==> config.mk <==
export PLATFORM = sky130hd
export DESIGN_NAME = rsmc_regs
export DESIGN_NICKNAME = d
export VERILOG_FILES = /design/src/hw/rsmc_pkg.sv /design/src/hw/rsmc_code_scale.sv /design/src/hw/rsmc_regs.sv
export SDC_FILE = /design/constraint.sdc
export NUM_CORES = 1
export LEC_CHECK = 0
export BUFFER_PORTS_ARGS = -buffer_cell sky130_fd_sc_hd__buf_2
export CAP_MARGIN = 5
export CELL_PAD_IN_SITES_DETAIL_PLACEMENT = 1
export CELL_PAD_IN_SITES_GLOBAL_PLACEMENT = 1
export CORE_UTILIZATION = 35
export DETAILED_ROUTE_END_ITERATION = 8
export PLACE_DENSITY_LB_ADDON = 0.1
export SYNTH_ARGS = -nofsm -noshare
export SYNTH_HDL_FRONTEND = slang
export SYNTH_SLANG_ARGS = --single-unit
==> constraint.sdc <==
create_clock -name clk_i -period 3.44 [get_ports clk_i]
set_input_delay 0.688 -clock clk_i [delete_from_list [all_inputs] [get_ports clk_i]]
set_output_delay 0.688 -clock clk_i [all_outputs]
set_load 0.01 [all_outputs]
==> src/hw/rsmc_pkg.sv <==
/*
 Package for the rail sleep/mode control register slice: offsets, fields, reset values, carriers.
 Assumes a byte-wide register port driven by the serial host front end of the device.
*/
package rsmc_pkg;
    // Register offsets
    localparam logic [7:0] RSMC_OFS_RAIL3_VOLT = 8'h23;
    localparam logic [7:0] RSMC_OFS_RAIL3_SLEEP = 8'h24;
    localparam logic [7:0] RSMC_OFS_RAIL4_CTRL = 8'h25;
    localparam logic [7:0] RSMC_OFS_RAIL5_CTRL = 8'h26;
    localparam logic [7:0] RSMC_OFS_RAIL6_CTRL = 8'h27;
    localparam logic [7:0] RSMC_OFS_LREG2_CTRL = 8'h28;
    // Field positions
    localparam int RSMC_CODE_MSB = 7;
    localparam int RSMC_CODE_LSB = 1;
    localparam int RSMC_SLEEP_EN_BIT = 0;
    localparam int RSMC_MODE_BIT = 1;
    localparam int RSMC_OFF_BIT = 0;
    localparam int RSMC_KEEP_MSB = 5;
    localparam int RSMC_KEEP_LSB = 2;
    // Fixed values of the control registers
    localparam logic [3:0] RSMC_KEEP_RST = 4'hf;
    localparam logic [1:0] RSMC_RO_VAL = 2'h0;
    // Step sizes of the two code ranges, in mV
    localparam int RSMC_STEP_FINE_MV = 10;
    localparam int RSMC_STEP_COARSE_MV = 25;
    // Mode select encoding
    localparam logic RSMC_MODE_AUTO = 1'b0;
    localparam logic RSMC_MODE_PWM = 1'b1;

    // Host register access
    typedef struct packed {
        logic wr;
        logic rd;
        logic [7:0] addr;
        logic [7:0] wdata;
    } rsmc_req_type;

    // Factory programmed reset images
    typedef struct packed {
        logic [7:0] rail3_volt;
        logic [7:0] rail3_sleep;
        logic [7:0] rail4;
        logic [7:0] rail5;
        logic [7:0] rail6;
        logic [7:0] lreg2;
        logic sleep_by_pin_a;
        logic sleep_by_pin_b;
    } rsmc_otp_type;

    // Per-rail control outputs
    typedef struct packed {
        logic [6:0] rail3_voltage_code;
        logic rail3_in_sleep;
        logic [2:0] mode_pwm;
        logic [3:0] rail_allowed;
    } rsmc_ctrl_type;
endpackage

==> src/hw/rsmc_code_scale.sv <==
/*
 Converts a 7-bit voltage code to its step offset in mV for the selected range.
 Assumes the analogue side adds the range base voltage.
*/
`timescale 1ns/10ps
`default_nettype none
module rsmc_code_scale (
    input wire logic [6:0] code_i, // Voltage code
    input wire logic coarse_i, // 1 selects the 25 mV range
    output logic [11:0] step_mv_o // Offset above range base
);
    import rsmc_pkg::*;
    // Code times step size of the configured range
    always_comb begin
        if (coarse_i) begin
            step_mv_o = 12'(int'(code_i) * RSMC_STEP_COARSE_MV);
        end else begin
            step_mv_o = 12'(int'(code_i) * RSMC_STEP_FINE_MV);
        end
    end
endmodule
`default_nettype wire

==> src/hw/rsmc_regs.sv <==
/*
 Register slice at 23h..28h: rail-three normal and sleep codes, mode and off controls.
 Assumes the serial front end presents one-cycle read or write strobes, synchronous to clk_i,
 and that the factory image is stable while srst_i is high.
*/
`timescale 1ns/10ps
`default_nettype none
module rsmc_regs (
    input wire logic clk_i, // 40 MHz clock
    input wire logic srst_i, // Synchronous reset, active high
    input wire rsmc_pkg::rsmc_req_type req_i, // Host read/write strobe
    input wire rsmc_pkg::rsmc_otp_type otp_i, // Factory reset image
    input wire logic sleep_pin_a_i, // Sleep control input A
    input wire logic sleep_pin_b_i, // Sleep control input B
    input wire logic rail3_coarse_i, // Rail-three 25 mV range selected
    output logic [7:0] rdata_o, // Read data
    output logic rvalid_o, // Read data valid pulse
    output rsmc_pkg::rsmc_ctrl_type ctrl_o, // Rail controls
    output logic [11:0] rail3_step_mv_o // Rail-three target offset in mV
);
    import rsmc_pkg::*;

    // Register map of this slice:
    //   23h bits 7:1 rail-three normal code, bit 0 spare
    //   24h bits 7:1 rail-three sleep code, bit 0 sleep enable
    //   25h to 27h rails four to six, bit 1 mode, bit 0 off override
    //   28h linear regulator two, bit 0 off override
    //   25h to 28h bits 7:6 read as zero, bits 5:2 kept set by the host
    //   Other offsets read as zero and ignore writes
    // A write lands at its strobe edge and shows on ctrl_o one edge later;
    // a read answers at its strobe edge.

    // Register storage
    logic [7:0] rail3_volt_ff;
    logic [7:0] rail3_sleep_ff;
    logic [7:0] ctrl_ff [4]; // Rails four, five, six, linear two

    // Sleep tracking
    logic sleep_ff;
    logic rst_seen_ff;
    logic sleep_req;
    logic sleep_entry;

    // Host decode
    logic [2:0] addr_idx;
    logic wr_volt;
    logic wr_sleep;
    logic wr_ctrl;

    // Datapath
    logic [11:0] step_mv;
    logic [7:0] nxt_rdata;

    // Write image of a control register: read-only bits stay fixed
    function automatic logic [7:0] ctrl_wr(input logic [7:0] d);
        return {RSMC_RO_VAL, d[RSMC_KEEP_MSB:0]};
    endfunction

    // Reset image of a control register: factory bits 1:0, bits 5:2 set
    function automatic logic [7:0] ctrl_rst(input logic [7:0] otp);
        return {RSMC_RO_VAL, RSMC_KEEP_RST, otp[RSMC_MODE_BIT:RSMC_OFF_BIT]};
    endfunction

    // Voltage code field of a rail-three register
    function automatic logic [6:0] code_of(input logic [7:0] r);
        return r[RSMC_CODE_MSB:RSMC_CODE_LSB];
    endfunction

    // Index of a control register or 3'h7 if none
    function automatic logic [2:0] ctrl_idx(input logic [7:0] a);
        unique case (a)
            RSMC_OFS_RAIL4_CTRL: ctrl_idx = 3'h0;
            RSMC_OFS_RAIL5_CTRL: ctrl_idx = 3'h1;
            RSMC_OFS_RAIL6_CTRL: ctrl_idx = 3'h2;
            RSMC_OFS_LREG2_CTRL: ctrl_idx = 3'h3;
            default: ctrl_idx = 3'h7;
        endcase
    endfunction

    // Host write strobes, one per register group
    assign addr_idx = ctrl_idx(req_i.addr);
    assign wr_volt = req_i.wr && req_i.addr == RSMC_OFS_RAIL3_VOLT;
    assign wr_sleep = req_i.wr && req_i.addr == RSMC_OFS_RAIL3_SLEEP;
    assign wr_ctrl = req_i.wr && addr_idx != 3'h7;

    // Sleep request: enable bit gated by factory routing of a sleep pin.
    // Without routing the enable bit is inert, whatever the pins do.
    assign sleep_req = rail3_sleep_ff[RSMC_SLEEP_EN_BIT]
        && ((otp_i.sleep_by_pin_a && sleep_pin_a_i)
        || (otp_i.sleep_by_pin_b && sleep_pin_b_i));
    // Entry is the rising edge of the request; the first cycle after reset
    // is masked, so a request already standing at reset is not an entry.
    assign sleep_entry = sleep_req && !sleep_ff && rst_seen_ff;

    // Previous sleep request, for edge detection
    always_ff @(posedge clk_i) begin
        if (srst_i) begin
            sleep_ff <= 1'b0;
        end else begin
            sleep_ff <= sleep_req;
        end
    end

    // Marks that the first cycle after reset has passed
    always_ff @(posedge clk_i) begin
        if (srst_i) begin
            rst_seen_ff <= 1'b0;
        end else begin
            rst_seen_ff <= 1'b1;
        end
    end

    // Rail-three normal code. The sleep entry copy beats a host write in the
    // same cycle, so the rail keeps the sleep target it has just entered.
    always_ff @(posedge clk_i) begin
        if (srst_i) begin
            rail3_volt_ff <= otp_i.rail3_volt;
        end else if (sleep_entry) begin
            rail3_volt_ff[RSMC_CODE_MSB:RSMC_CODE_LSB] <=
                code_of(rail3_sleep_ff);
        end else if (wr_volt) begin
            rail3_volt_ff <= req_i.wdata;
        end
    end

    // Rail-three sleep code and enable; the code reaches the rail only
    // through the entry copy into the normal code
    always_ff @(posedge clk_i) begin
        if (srst_i) begin
            rail3_sleep_ff <= otp_i.rail3_sleep;
        end else if (wr_sleep) begin
            rail3_sleep_ff <= req_i.wdata;
        end
    end

    // Control registers of rails four to six and linear regulator two.
    // Bits 5:2 reset to ones; the host is trusted to keep them set.
    always_ff @(posedge clk_i) begin
        if (srst_i) begin
            ctrl_ff[0] <= ctrl_rst(otp_i.rail4);
            ctrl_ff[1] <= ctrl_rst(otp_i.rail5);
            ctrl_ff[2] <= ctrl_rst(otp_i.rail6);
            ctrl_ff[3] <= ctrl_rst(otp_i.lreg2);
        end else if (wr_ctrl) begin
            ctrl_ff[addr_idx[1:0]] <= ctrl_wr(req_i.wdata);
        end
    end

    // Read mux over the current register contents;
    // offsets outside the slice read as zero
    always_comb begin
        nxt_rdata = 8'h00;
        if (req_i.addr == RSMC_OFS_RAIL3_VOLT) begin
            nxt_rdata = rail3_volt_ff;
        end else if (req_i.addr == RSMC_OFS_RAIL3_SLEEP) begin
            nxt_rdata = rail3_sleep_ff;
        end else if (addr_idx != 3'h7) begin
            nxt_rdata = ctrl_ff[addr_idx[1:0]];
        end
    end

    // Read valid pulse, one cycle after the strobe
    always_ff @(posedge clk_i) begin
        if (srst_i) begin
            rvalid_o <= 1'b0;
        end else begin
            rvalid_o <= req_i.rd;
        end
    end

    // Read data, held until the next read
    always_ff @(posedge clk_i) begin
        if (srst_i) begin
            rdata_o <= 8'h00;
        end else if (req_i.rd) begin
            rdata_o <= nxt_rdata;
        end
    end

    // Step offset of the active rail-three code; the range pin is taken
    // as it stands, the analogue side adds the range base
    rsmc_code_scale u_scale (
        .code_i(code_of(rail3_volt_ff)),
        .coarse_i(rail3_coarse_i),
        .step_mv_o(step_mv)
    );

    // Registered rail controls. Mode and off bits pass through unchanged;
    // rail_allowed low means the rail is forced off.
    always_ff @(posedge clk_i) begin
        if (srst_i) begin
            ctrl_o <= '0;
            rail3_step_mv_o <= 12'h000;
        end else begin
            rail3_step_mv_o <= step_mv;
            ctrl_o.rail3_voltage_code <= code_of(rail3_volt_ff);
            ctrl_o.rail3_in_sleep <= sleep_ff;
            for (int i = 0; i < 3; i++) begin
                ctrl_o.mode_pwm[i] <= ctrl_ff[i][RSMC_MODE_BIT] == RSMC_MODE_PWM;
            end
            for (int i = 0; i < 4; i++) begin
                ctrl_o.rail_allowed[i] <= ctrl_ff[i][RSMC_OFF_BIT];
            end
        end
    end
endmodule
`default_nettype wire

==> run metrics <==
post_cts resized=0; Place WS=0.531 ns; final hold vios=0; met2 WL=5070 um; Worst Path Arrival=3.16 ns; first-pass GRT wire length=16400 um; Clock Sinks=78; highest metal used=met4; clock latency on the worst-skew pair=0.34 ns; number of port buffers=84; Max Fclk=341 MHz; ys async rst share=0; H-tree levels=3; crit-path max FO=4; Comb power frac=0.222; Slew HR=0.479; Final GP Congestion=0.726; max cap viols=0; antenna violations before repair=0; register area share after synthesis=0.484; CP Capture Type=flip-flop; largest net degree at the start of global routing=53; Die ar.=12000 sq um; ys flop type=edfxtp_1; max-slew violation count=0; vias in the first global route=3154; via density per instance=5.15; core area=11100 sq um; initial DRC count=99; VDD IR max=0.278 mV; Root Driver=clkbuf_16; hold depth=1; GRT overflow=0; # rows=38; dpl cell area=4630 sq um; kind of critical path=flip-flop to flip-flop; Reg clk slew, reported paths=0.06 ns; die width=110 um; Synth cell types=50; fin crit period=2.93 ns; Clock Power Share=0.353; CP Data Required Time=3.66 ns; Leakage=2.17 nW; Die Span Y=110 um; syn_area_per_cell=11.3 sq um; TNS Setup=0 ns; dominant cells by area after synthesis=edfxtp_1, dfxtp_1, ha_1; Final ANT Viol Nets=0; fin util=0.444; final period utilization=0.852; cell area power density=525 nW/um^2; worst hold path class=flip-flop to flip-flop; metal1 wirelength=4830 um; met3 routed WL=416 um; Max clock buf depth=2; FF-to-FF path depth=9; Mapped Cells=360; YS warnings=0; gr usage total=0.189; DR DRC count=0; startpoint types=flip-flop; CTS Buf Count=9; DR WL/cell=17.6 um; Pre-antenna DRT Iters=4; Total Routed Length=10400 um; Final setup viols=0; NumNets Final=557; setup ws final=0.510 ns; #FFs+latches synth=78; clk_skew=0.00320 ns; Synthesized Nets=471; postcts setup bufs=0; Initial Util=0.366; CTS Hold Buffers Added=0; Top Ports=109; share of cells above drive strength 1=0.319; HPWL after DPL=7990 um; synthesized area=4060 sq um; Antenna Cells=0; worst slew pin tran=0.779 ns; net switching power=0.718 mW; Cell Int Power=1.87 mW; fin area=4920 sq um; via count=3042; status=finished, final reports clean; CTS tree=built; RSZ-0062 raised after global routing=no; area leader, netlist=edfxtp_1; top cell type's share of synthesized area=0.296; switching share of total power=0.278; area grow syn2layout=21.3%; Sequential Power Share=0.426; number of synthesized flops with an enable pin=40
## worst max-delay path: stages (launching register included)
cell,delay [ns]
edfxtp_1,0.46
ha_1,0.34
ha_1,0.31
fa_1,0.46
ha_1,0.36
a21o_1,0.20
a31o_2,0.25
a21oi_1,0.17
xor2_1,0.17
o21ai_0,0.08
## sequential cells by signal (all words and copies together) (netlist names)
register	cells
ctrl_ff	24
ctrl_o	15
rail3_step_mv_o	12
rail3_sleep_ff	8
rail3_volt_ff	8
rdata_o	8
rst_seen_ff	1
rvalid_o	1
sleep_ff	1
## Yosys cell counts, types with 2 or more instances
cell type,count
o21ai_0,23
xor2_1,7
ha_1,35
clkbuf_1,6
mux2_2,12
mux2i_1,18
o221ai_1,6
buf_1,6
o21a_1,2
nand2_1,20
a21oi_1,22
o21bai_1,2
dfxtp_1,38
inv_1,5
nor2b_1,18
a22oi_1,7
a211oi_1,4
and3_1,3
edfxtp_1,40
nand2b_1,7
xnor2_1,2
nor2_1,22
nor3_1,6
or2_2,14
a21o_1,4
nand3b_1,2
mux2_4,4
fa_1,3
## power groups by stage
stage | logic, mW | registers (mW) | clock network, mW
after floorplan | 0.357 | 1.14 | 0
after global placement | 0.558 | 1.12 | 0
after detailed placement | 0.573 | 1.12 | 0
after CTS | 0.583 | 1.10 | 0.936
after global routing | 0.657 | 1.11 | 0.969
final | 0.573 | 1.10 | 0.912
## metal layers
metal	GRT usage	vias to the layer above
met3	0.0528	11
met2	0.316	61
li1	-	1482
met1	0.240	1488
met5	0	-
met4	0.0514	0
## layout make-up
cell class              count  area [sq um]
flip-flops and latches     78          1960
repair buffers             90           465
inverters                   6          22.5
clock buffers              13           270
well taps                 140           175
fillers                  1228          6160
clock inverters             3          17.5
multi-input cells         261          2010
## kinds of logic (layout without fill, tap and decap cells)
group,count (synthesis),after routing,share of synthesized area
AND/OR/NAND/NOR,102,102,0.141
AO/OA/AOI/OAI,78,78,0.120
flip-flops,78,78,0.484
adder cells (fa/ha/maj),38,38,0.123
multiplexers,34,34,0.0925
buffers and inverters,21,112,0.0216
XOR/XNOR,9,9,0.0194
## cell usage in the layout, fill, tap and decap left out, types with 2 or more instances in the layout
master / n
clkbuf_8: 3
nand3b_1: 2
a21oi_1: 22
o21ai_0: 23
a22oi_1: 7
ha_1: 35
o21a_1: 2
or2_2: 14
mux2i_1: 18
clkbuf_16: 9
a21o_1: 4
o21bai_1: 2
mux2_4: 4
fa_1: 3
nand2_1: 20
buf_4: 6
and3_1: 3
xnor2_1: 2
nor2b_1: 18
buf_2: 84
xor2_1: 7
dfxtp_1: 38
inv_1: 5
nor3_1: 6
nor2_1: 22
clkinv_2: 2
a211oi_1: 4
edfxtp_1: 40
o221ai_1: 6
nand2b_1: 7
mux2_2: 12
## stage by stage
stage,total power [mW],instances,hold slack (ns)
4_1_cts,2.62,591,0.465
5_1_grt,2.74,591,0.481
2_1_floorplan,1.49,360,0.428
6_report,2.58,591,0.461
3_3_place_gp,1.68,575,0.450
3_5_place_dp,1.69,575,0.452
## worst paths after layout
check / start / end / slack [ns]
max: rail3_volt_ff[3] / rail3_step_mv_o[10] / 0.51
min: sleep_ff / ctrl_o[7] / 0.46
min reg2reg: sleep_ff / ctrl_o[7] / 0.46
max reg2reg: rail3_volt_ff[3] / rail3_step_mv_o[10] / 0.51
(Power assumes the default switching activity.)
